==> src/verilog/ast_pkg.sv <==
package ast_pkg;
  // ****************************************************************
  // Register byte offsets
  // ****************************************************************
  localparam logic [7:0] ADDR_CTRL = 8'h00;
  localparam logic [7:0] ADDR_SEL0 = 8'h04;
  localparam logic [7:0] ADDR_SEL1 = 8'h08;
  localparam logic [7:0] ADDR_SEL2 = 8'h0C;
  localparam logic [7:0] ADDR_PROT = 8'h10;
  localparam logic [7:0] ADDR_MON = 8'h14;
  // ****************************************************************
  // Control and protection register fields
  // ****************************************************************
  localparam int CTRL_START = 0;
  localparam int CTRL_DEPTH = 1;
  localparam int CTRL_SINGLE = 2;
  localparam int CTRL_MEASURE = 3;
  localparam int CTRL_STATUS = 4;
  localparam int PROT_WDG_OFF = 0;
  localparam int PROT_ERR_OFF = 1;
  localparam logic [7:0] PROT_KEY = 8'hA5;
  localparam int PROT_KEY_LSB = 8;
  // Comparator membership per bank, shutdown path and interrupt
  localparam logic [7:0] SS_MASK0 = 8'h2F;
  localparam logic [7:0] SS_MASK1 = 8'h0E;
  localparam logic [7:0] SS_MASK2 = 8'hC9;
  localparam logic [7:0] INT_MASK0 = 8'hD0;
  localparam logic [7:0] INT_MASK1 = 8'hF1;
  localparam logic [7:0] INT_MASK2 = 8'h30;
  // Internal supply overvoltage: bank 2 bit 3
  localparam int INTERNAL_SUPPLY_OVER_SEL_BIT = 19;
  localparam logic [23:0] SEL_RESET = 24'h000000;
  localparam logic [4:0] NUM_CMP = 5'h18;
  // ****************************************************************
  // Timing: stimulus shorter or longer than the deglitch time
  // ****************************************************************
  localparam int CLK_NS = 40;
  localparam int SHORT_NS = 400;
  localparam int LONG_NS = 2000;
  localparam logic [7:0] SHORT_CYC = 8'(SHORT_NS / CLK_NS);
  localparam logic [7:0] LONG_CYC = 8'(LONG_NS / CLK_NS);
  typedef enum logic [1:0] {
    AST_ST_INIT,
    AST_ST_NORMAL,
    AST_ST_WAKE
  } ast_dev_state_t;
endpackage

==> src/verilog/ast_sequencer.sv <==
`timescale 1ns/1ps
module ast_sequencer (
  input wire logic pclk,
  input wire logic presetn,
  input wire logic psel,
  input wire logic penable,
  input wire logic pwrite,
  input wire logic [7:0] paddr,
  input wire logic [31:0] pwdata,
  output logic [31:0] prdata,
  output logic pready,
  output logic pslverr,
  input wire logic [23:0] cmp_out,
  input wire logic [23:0] deglitch_out,
  input wire logic [1:0] dev_state,
  input wire logic fault_state_req,
  input wire logic [1:0] fault_next_state,
  input wire logic reset_request,
  output logic [23:0] cmp_stimulus,
  output logic reset_output_block,
  output logic reset_output,
  output logic state_change_en,
  output logic [1:0] state_change_to,
  output logic fault_state_block,
  output logic supplies_keep_on,
  output logic flag_update_en,
  output logic [23:0] flag_set,
  output logic done_irq,
  output logic wdg_disable,
  output logic errmon_disable
);
  typedef enum logic [1:0] {AST_IDLE, AST_STIM, AST_CHECK, AST_DONE} ast_state_t;

  // ****************************************************************
  // Helpers
  // ****************************************************************
  function automatic logic [23:0] ast_legal(input logic measure, input logic depth);
    logic [23:0] m;
    m = measure ? {ast_pkg::INT_MASK2, ast_pkg::INT_MASK1, ast_pkg::INT_MASK0}
                : {ast_pkg::SS_MASK2, ast_pkg::SS_MASK1, ast_pkg::SS_MASK0};
    // Internal supply overvoltage (bank 2 bit 3) cannot take a long stimulus
    if (!measure && depth) begin
      m[ast_pkg::INTERNAL_SUPPLY_OVER_SEL_BIT] = 1'b0;
    end
    return m;
  endfunction

  ast_state_t state, next_state;
  logic [23:0] sel, next_sel;
  logic depth, next_depth, single, next_single, measure, next_measure;
  logic start, next_start, status, next_status;
  logic [4:0] idx, next_idx;
  logic [7:0] tmr, next_tmr;
  logic wdg_off, next_wdg_off, err_off, next_err_off;
  logic [31:0] next_prdata;
  logic next_pready, next_pslverr, next_irq;
  logic [23:0] next_stim, next_flag_set;
  logic next_rob, next_rst, next_sce, next_fsb, next_keep, next_flag_en;
  logic [1:0] next_sct;
  logic bus_wr, bus_rd, hit, active, legal;
  logic [23:0] legal_mask;

  assign bus_wr = psel && penable && pwrite;
  assign bus_rd = psel && !penable && !pwrite;
  assign active = start;
  assign legal_mask = ast_legal(measure, depth);
  assign legal = legal_mask[idx];

  // ****************************************************************
  // Sequencer and registers
  // ****************************************************************
  always_comb begin
    next_state = state;
    next_sel = sel;
    next_depth = depth;
    next_single = single;
    next_measure = measure;
    next_start = start;
    next_status = status;
    next_idx = idx;
    next_tmr = tmr;
    next_wdg_off = wdg_off;
    next_err_off = err_off;
    next_irq = 1'b0;
    next_stim = '0;
    next_flag_set = '0;
    next_flag_en = 1'b0;
    if (bus_wr && !start) begin
      case (paddr)
        ast_pkg::ADDR_CTRL: begin
          next_depth = pwdata[ast_pkg::CTRL_DEPTH];
          next_single = pwdata[ast_pkg::CTRL_SINGLE];
          next_measure = pwdata[ast_pkg::CTRL_MEASURE];
          next_start = pwdata[ast_pkg::CTRL_START];
          if (pwdata[ast_pkg::CTRL_START]) begin
            next_status = 1'b0;
            next_idx = '0;
            next_state = AST_STIM;
            next_tmr = '0;
          end
        end
        ast_pkg::ADDR_SEL0: next_sel[7:0] = pwdata[7:0];
        ast_pkg::ADDR_SEL1: next_sel[15:8] = pwdata[7:0];
        ast_pkg::ADDR_SEL2: next_sel[23:16] = pwdata[7:0];
        default: begin
        end
      endcase
    end
    if (bus_wr && paddr == ast_pkg::ADDR_PROT &&
        pwdata[ast_pkg::PROT_KEY_LSB +: 8] == ast_pkg::PROT_KEY) begin
      next_wdg_off = pwdata[ast_pkg::PROT_WDG_OFF];
      next_err_off = pwdata[ast_pkg::PROT_ERR_OFF];
    end
    case (state)
      AST_IDLE: begin
      end
      AST_STIM: begin
        // Fixed order: bank 0 bit 0 upward; skip unselected comparators
        if (!sel[idx] || !legal) begin
          next_state = AST_CHECK;
          next_tmr = '0;
        end else begin
          next_stim[idx] = 1'b1;
          next_tmr = tmr + 8'h01;
          if (tmr + 8'h01 >= (depth ? ast_pkg::LONG_CYC : ast_pkg::SHORT_CYC)) begin
            next_state = AST_CHECK;
          end
        end
      end
      AST_CHECK: begin
        if (sel[idx] && legal) begin
          if (depth ? deglitch_out[idx] : cmp_out[idx]) begin
            next_sel[idx] = 1'b0;
          end
          if (depth) begin
            next_flag_en = 1'b1;
            next_flag_set[idx] = deglitch_out[idx];
          end
        end
        next_tmr = '0;
        if (idx == ast_pkg::NUM_CMP - 5'h01 || (single && sel[idx] && legal)) begin
          next_state = AST_DONE;
        end else begin
          next_idx = idx + 5'h01;
          next_state = AST_STIM;
        end
      end
      AST_DONE: begin
        next_start = 1'b0;
        next_irq = 1'b1;
        next_status = ((sel & ast_legal(measure, depth)) == '0);
        next_state = AST_IDLE;
      end
      default: next_state = AST_IDLE;
    endcase
  end

  // ****************************************************************
  // Bus read and system outputs
  // ****************************************************************
  always_comb begin
    hit = 1'b1;
    next_prdata = '0;
    case (paddr)
      ast_pkg::ADDR_CTRL: begin
        next_prdata[ast_pkg::CTRL_START] = start;
        next_prdata[ast_pkg::CTRL_DEPTH] = depth;
        next_prdata[ast_pkg::CTRL_SINGLE] = single;
        next_prdata[ast_pkg::CTRL_MEASURE] = measure;
        next_prdata[ast_pkg::CTRL_STATUS] = status;
      end
      ast_pkg::ADDR_SEL0: next_prdata[7:0] = sel[7:0];
      ast_pkg::ADDR_SEL1: next_prdata[7:0] = sel[15:8];
      ast_pkg::ADDR_SEL2: next_prdata[7:0] = sel[23:16];
      ast_pkg::ADDR_PROT: next_prdata[1:0] = {err_off, wdg_off};
      ast_pkg::ADDR_MON: next_prdata[1:0] = dev_state;
      default: hit = 1'b0;
    endcase
    if (!bus_rd) begin
      next_prdata = prdata;
    end
    // Single-cycle access: setup registers ready for the access phase
    next_pready = psel && !penable;
    next_pslverr = psel && !penable && !hit;
    next_rob = active;
    next_rst = reset_request && !active;
    next_fsb = active;
    next_keep = active;
    next_sce = fault_state_req && !active;
    next_sct = fault_next_state;
    if (bus_wr && !start && paddr == ast_pkg::ADDR_CTRL && pwdata[ast_pkg::CTRL_START] &&
        !pwdata[ast_pkg::CTRL_MEASURE] &&
        dev_state == ast_pkg::AST_ST_NORMAL) begin
      next_sce = 1'b1;
      next_sct = ast_pkg::AST_ST_WAKE;
    end
  end

  always_ff @(posedge pclk or negedge presetn) begin
    if (!presetn) begin
      state <= AST_IDLE;
      sel <= ast_pkg::SEL_RESET;
      depth <= 1'b0;
      single <= 1'b0;
      measure <= 1'b0;
      start <= 1'b0;
      status <= 1'b0;
      idx <= '0;
      tmr <= '0;
      wdg_off <= 1'b0;
      err_off <= 1'b0;
      prdata <= '0;
      pready <= 1'b0;
      pslverr <= 1'b0;
      cmp_stimulus <= '0;
      reset_output_block <= 1'b0;
      reset_output <= 1'b0;
      state_change_en <= 1'b0;
      state_change_to <= ast_pkg::AST_ST_INIT;
      fault_state_block <= 1'b0;
      supplies_keep_on <= 1'b0;
      flag_update_en <= 1'b0;
      flag_set <= '0;
      done_irq <= 1'b0;
      wdg_disable <= 1'b0;
      errmon_disable <= 1'b0;
    end else begin
      state <= next_state;
      sel <= next_sel;
      depth <= next_depth;
      single <= next_single;
      measure <= next_measure;
      start <= next_start;
      status <= next_status;
      idx <= next_idx;
      tmr <= next_tmr;
      wdg_off <= next_wdg_off;
      err_off <= next_err_off;
      prdata <= next_prdata;
      pready <= next_pready;
      pslverr <= next_pslverr;
      cmp_stimulus <= next_stim;
      reset_output_block <= next_rob;
      reset_output <= next_rst;
      state_change_en <= next_sce;
      state_change_to <= next_sct;
      fault_state_block <= next_fsb;
      supplies_keep_on <= next_keep;
      flag_update_en <= next_flag_en;
      flag_set <= next_flag_set;
      done_irq <= next_irq;
      wdg_disable <= next_wdg_off;
      errmon_disable <= next_err_off;
    end
  end
endmodule

==> config.mk <==
export PLATFORM = sky130hd
export DESIGN_NAME = ast_sequencer
export DESIGN_NICKNAME = d
export VERILOG_FILES = /design/src/verilog/ast_pkg.sv /design/src/verilog/ast_sequencer.sv
export SDC_FILE = /design/constraint.sdc
export NUM_CORES = 1
export LEC_CHECK = 0
export ABC_AREA = 1
export BUFFER_PORTS_ARGS = -buffer_cell sky130_fd_sc_hd__buf_2
export CAP_MARGIN = 5
export CORE_MARGIN = 10
export CORE_UTILIZATION = 40
export CTS_CLUSTER_SIZE = 28
export DETAILED_ROUTE_END_ITERATION = 8
export GPL_TIMING_DRIVEN = 0
export SYNTH_ARGS = -nofsm -noshare
export SYNTH_HDL_FRONTEND = slang
export SYNTH_SLANG_ARGS = --single-unit
==> constraint.sdc <==
create_clock -name pclk -period 5.99 [get_ports pclk]
set_input_delay 1.198 -clock pclk [delete_from_list [all_inputs] [get_ports pclk]]
set_output_delay 1.198 -clock pclk [all_outputs]
set_load 0.02 [all_outputs]
==> impl_metrics.yaml, run 1 <==
outcome:
  status: "finished, final reports clean"
place:
  place_area_um2: 7624
  portBuffers: 151
  pre_cts_ws_ps: 3021
  gp_congestion: 0.9554
  dp_hpwl_um: 15460
clock_network:
  cts_tree: "built"
  cts.sink_count: 111
  cts_setup_buffers: 0
  clockBufferDepth: 2
  root_buffer: "clkbuf_16"
  clk_pin_slew_ps: 70
  h-tree-depth: 3
  insertion_delay_ps: 360
  cts_resized: 0
  cts_buffers: 9
  cts_hold_buffers: 0
cells_and_area:
  fillers: 1622
  nets: 1151
  final_area_um2: 7931
  regArea_um2: 2778
  antenna-diode-count: 0
  areaGrowthSynthToFinish_pct: 22.37
  final_common_cell: "nand2_1"
  layout-drive-gt1-share: 0.2684
  most-common-layout-cells: "nand2_1 (203), buf_2 (157), nor2_1 (125)"
  multi_input_area_um2: 2851
sta:
  period_needed_ps: 2691
  timing.fmax_ghz: 0.3716
  setup_ws_ps: 3299
  worstMarginPinSlew_ps: 862.5
  slew_violations: 0
  finalSetupViolCount: 0
  finalClockSkew_ps: 7.511
  slew_headroom: 0.4250
  rsz0062_at_grt: "no"
  hold_viol_final: 0
  fin_tns_setup_ps: 0
  fin_crit_sh: 0.4492
drt:
  firstDrtPassIters: 5
  wl_per_cell_um: 15.85
  drtIter0Drc: 369
  ant_nets: 0
  drc: 0
  drt_wl_total_um: 20010
  vias_per_cell: 4.655
  num_vias: 5879
floorplan:
  die_y_um: 147.3
  core_um2: 15890
  die_x_um: 147.3
  ioPinCount: 192
  rows: 46
  die_area_um2: 21690
  start_util: 0.4080
setup_path:
  critPathKind: "primary input to flip-flop"
  crit_fanout: 9
  crit_required_ps: 6250
  crit_start: "paddr[1]"
  reg2reg_to: "cmp_stimulus[15]"
  reg2reg_from: "idx[0]"
  rrSetupSlack_ps: 3660
  crit_path_start_kind: "primary input"
  arrival_ps: 2950
  crit_end: "state_change_to[0]"
  cp-end-kind: "flip-flop"
  rr_worst_depth: 15
synthesis:
  postSynthCellCount: 856
  syn_area_um2: 6481
  synthDistinctLibCells: 38
  avgSynthCellArea_um2: 7.572
  synth_seq_cells: 111
  synth-seq-area-share: 0.4286
  yosysWarnings: 0
global_routing:
  grt_pass1_vias: 5716
  grt_antenna_before_repair: 0
  grt_max_degree: 69
  grt.total_usage: 0.1819
  grt_pass1_wl_um: 31550
  overflow: 0
run:
  cap_violations: 0
power:
  power.total_mw: 1.484
  power.density_nw_per_um2: 187.1
  ir_worst_vdd_mv: 0.1839
  power_leakage_nw: 4.101
worst_hold_path:
  hp-class: "flip-flop to flip-flop"
## worst min-delay path by stage
stage / from / endpoint / slack, ps / cells past startpoint
floorplan: active / supplies_keep_on / 370 / 0
global placement: active / supplies_keep_on / 380 / 0
detailed placement: active / supplies_keep_on / 400 / 0
CTS: active / supplies_keep_on / 420 / 0
global route: active / supplies_keep_on / 430 / 0
finish: active / supplies_keep_on / 410 / 0
## through the flow
step / util / instances / hold slack, ps
3_3_place_gp: 0.4780 / 1246 / 381.8
5_1_grt: 0.4993 / 1263 / 432.5
6_report: 0.4993 / 1263 / 412.2
2_1_floorplan: - / 879 / 374.4
4_1_cts: 0.4993 / 1263 / 418.7
3_5_place_dp: 0.4799 / 1247 / 403.9
## worst max-delay path, stage by stage
cell and delay (ps):
buf_2 110, nor2_4 150, nand2_1 130, inv_1 70
nand3_1 160, inv_1 170, nand3_1 340, inv_1 300
nand3_1 180, nand2_1 90, inv_1 40
## area by class of cell
cell class | instances | area share
multi-input combinational | 583 | 0.3595
sequential | 111 | 0.3502
timing repair buffer | 152 | 0.09907
inverter | 133 | 0.06389
buffer | 52 | 0.05442
tap | 216 | 0.03407
clock buffer | 12 | 0.03234
clock inverter | 4 | 0.006468
## logic make-up after synthesis
kind of cell,share of synthesized area
adder cells (fa/ha/maj),0.01931
other,0.0005786
flip-flops,0.4286
buffers and inverters,0.1448
AND/OR/NAND/NOR,0.3010
AO/OA/AOI/OAI,0.09769
XOR/XNOR,0.008108
## per-layer routing
layer | vias to the layer above | track usage | wire length, um
met5 | - | 0 | 0
met1 | 2704 | 0.2320 | 8669
met4 | 0 | 0.05302 | 469
met2 | 188 | 0.2940 | 9389
li1 | 2954 | - | -
met3 | 33 | 0.05037 | 1485
## power by group
part / internal (mW) / switching, mW
Clock: 0.349 / 0.279
Combinational: 0.0417 / 0.0627
Sequential: 0.751 / 0.00116
## Yosys cell counts
cell type / count / area (um2)
nand2_1: 203 / 762.0
nor2_1: 125 / 469.2
dfrtp_1: 111 / 2778
inv_1: 110 / 412.9
o21ai_0: 74 / 370.4
a21oi_1: 32 / 160.2
buf_4: 28 / 210.2
nand3_1: 28 / 140.1
nor2_4: 22 / 247.7
inv_2: 20 / 75.07
ha_1: 10 / 125.1
nand4_1: 10 / 62.56
o21ai_1: 10 / 50.05
buf_6: 9 / 101.4
nand2_2: 9 / 56.30
buf_2: 7 / 35.03
nor3_1: 7 / 35.03
xor2_1: 5 / 43.79
clkbuf_1: 4 / 15.01
nand2_4: 3 / 33.78
nand3_2: 3 / 30.03
nor2_2: 3 / 18.77
o22ai_1: 3 / 18.77
buf_12: 2 / 40.04
buf_8: 2 / 30.03
clkinv_1: 2 / 7.510
nor3_4: 2 / 32.53
o41ai_1: 2 / 17.52
a211oi_1: 1 / 7.510
a2bb2oi_1: 1 / 8.760
conb_1: 1 / 3.750
inv_8: 1 / 11.26
nand2_8: 1 / 20.02
nand3_4: 1 / 17.52
nand4_2: 1 / 12.51
nor4_1: 1 / 6.260
or2_1: 1 / 6.260
xnor2_1: 1 / 8.760
## sequential cells by signal, indices dropped and copies added (netlist names), 2 cells and up
register	flops
cmp_stimulus	24
flag_set	24
sel	24
prdata	8
tmr	8
idx	5
state	2
state_change_to	2
No activity file was read; power rests on OpenSTA's default activity.
==> inputs of run 2 (changes only) <==
PLACE_DENSITY = 0.67   (was unset)
clock period = 2.2 ns   (was 5.99 ns; I/O delays follow)
==> run 2 against run 1 <==
Compared with the run above:
- the run now ends with setup timing left
- core utilization increased by 1.6 points
- first-iteration DRC count decreased by 5.7%
- sequential power increased to 2.7 times the previous value
- clock skew increased by 5.0 ps
- critical path type is now flip-flop to flip-flop
==> impl_metrics.yaml, run 2 (same netlist as run 1, synthesis figures left out) <==
outcome:
  status: "finished, violations left"
  violations: "setup timing"
power:
  swShare: 0.2278
  ir_worst_vdd_mv: 0.4862
  pwr-share-comb: 0.069
  power_leakage_nw: 4.172
  p_int_mw: 3.185
  p_clk_frac: 0.434
  seqPwrFrac: 0.497
  switching_power_uw: 939.5
  power.density_nw_per_um2: 503.6
setup_path:
  cp_top_family: "simple AND/OR/NAND/NOR gates"
  cp-end-kind: "flip-flop"
  crit_fanout: 9
  critical_path.slowest_cell: "dfrtp_1"
  critPathKind: "flip-flop to flip-flop"
  worst-path-buf-inv: 6
  cp_slowest_stage_delay_ps: 390
  arrival_ps: 2490
  path_cells: "buf_6 > inv_8 > buf_12 > ha_4 > inv_1 > nor2_1 > nand3_1 > nand3_2 > nand2_2 > nor2_4 > nand2_8 > clkbuf_16 > nor2_4 > inv_2 > nor2_1"
  crit_required_ps: 2480
  crit_cells: 15
  crit_path_start_kind: "flip-flop"
  rr_worst_depth: 15
sta:
  timing.fmax_ghz: 0.4539
  worstMarginPinSlew_ps: 707.1
  setup_ws_ps: -3.139
  hold_slack_ps: 144.2
  hold_viol_final: 0
  slew_violations: 0
  rsz0062_at_grt: "yes"
  finalSetupViolCount: 1
  slew_headroom: 0.5286
  fin_crit_sh: 1.001
  period_needed_ps: 2203
  finalClockSkew_ps: 12.56
cells_and_area:
  reg_top3: "cmp_stimulus: 24 flops, flag_set: 24 flops, sel: 24 flops"
  layout-drive-gt1-share: 0.3014
  nets: 1160
  regArea_um2: 2778
  most-common-layout-cells: "nand2_1 (203), buf_2 (154), dfrtp_1 (111)"
  areaGrowthSynthToFinish_pct: 26.37
  antenna-diode-count: 0
  fillers: 1577
  multi_input_area_um2: 2967
  final_common_cell: "nand2_1"
floorplan:
  rows: 46
  core_um2: 15890
  ioPinCount: 192
  die_y_um: 147.3
  die_area_um2: 21690
  start_util: 0.4080
  die_x_um: 147.3
drt:
  drc: 0
  drtIter0Drc: 348
  wl_per_cell_um: 16.11
  num_vias: 6029
  firstDrtPassIters: 7
  vias_per_cell: 4.744
  ant_nets: 0
  drt_wl_total_um: 20480
clock_network:
  clockBufferDepth: 2
  cts_tree: "built"
  cts.sink_count: 111
  h-tree-depth: 3
  insertion_delay_ps: 360
  cts_buffers: 9
  root_buffer: "clkbuf_16"
  clk_pin_slew_ps: 70
worst_hold_path:
  hp-class: "primary input to asynchronous set/reset pin"
global_routing:
  use_met1: 0.2312
  use_met2: 0.3018
  overflow: 0
  grt_use_met3: 0.04822
  grt_pass1_vias: 6045
  grt.total_usage: 0.1846
  grt_busiest_layer: "met2"
  grt_max_degree: 57
  grt_pass1_wl_um: 32400
  grt_antenna_before_repair: 0
place:
  portBuffers: 151
  dp_hpwl_um: 15490
  gp_congestion: 0.9444
  pre_cts_ws_ps: -81.12
run:
  cap_violations: 0
## run 2: cell types whose count changed in the layout (fill, tap and decap cells not counted), sizes merged
cell	delta
buf	+4
clkbuf	+2
bufinv	+1
clkinvlp	+1
inv	-1
nand2	+1
## run 2: path summary, 6_finish.rpt
kind                            slack, ps          endpoint     from
worst max-delay path                   -3  cmp_stimulus[18]   idx[0]
worst min-delay path                  140         prdata[6]  presetn
worst max register to register         -3  cmp_stimulus[18]   idx[0]
worst min register to register        410  supplies_keep_on   active
max in group asynchronous            1330      flag_set[22]  presetn
min in group pclk                     250            pready  penable
## run 2: final cells by class
type	count	area share
multi-input cells	584	0.3622
flip-flops and latches	111	0.3391
inverters	133	0.06233
repair buffers	160	0.1091
well taps	216	0.03300
plain buffers	52	0.05515
clock inverters	5	0.009930
clock buffers	10	0.02918
## run 2: per-stage QoR
| step | instance area (um2) | instances | TNS (ps) | utilization | power (mW) |
|---|---|---|---|---|---|
| 2_1_floorplan | 6568 | 879 | 0 | - | 2.225 |
| 3_3_place_gp | 7594 | 1246 | -75190 | 0.4780 | 2.365 |
| 3_5_place_dp | 7624 | 1247 | -3278 | 0.4799 | 2.374 |
| 4_1_cts | 8025 | 1266 | 0 | 0.5052 | 4.159 |
| 5_1_grt | 8190 | 1271 | -7078 | 0.5156 | 4.267 |
| 6_report | 8190 | 1271 | -3.139 | 0.5156 | 4.125 |
## run 2: per-layer routing
metal	routed length, um	share of wire	up-vias
li1	-	-	2983
met1	8664	0.42	2772
met2	9696	0.47	238
met3	1603	0.078	36
met4	510	0.025	0
met5	0	0	-
## run 2: power groups by stage
stage	sequential [mW]	clock [mW]	combinational (mW)
after floorplan	2.10	0	0.126
after global placement	2.09	0	0.276
after detailed placement	2.09	0	0.285
after CTS	2.05	1.82	0.286
after global routing	2.05	1.90	0.317
final	2.05	1.79	0.286
## run 2: repair_timing
action                                  in CTS  in global routing
resized for setup                            8                 37
cloned                                       1                  2
endpoints found under the setup margin      81                 88
setup buffers                                3                  3
hold buffers                                 0                  0
pin swaps                                    2                 16
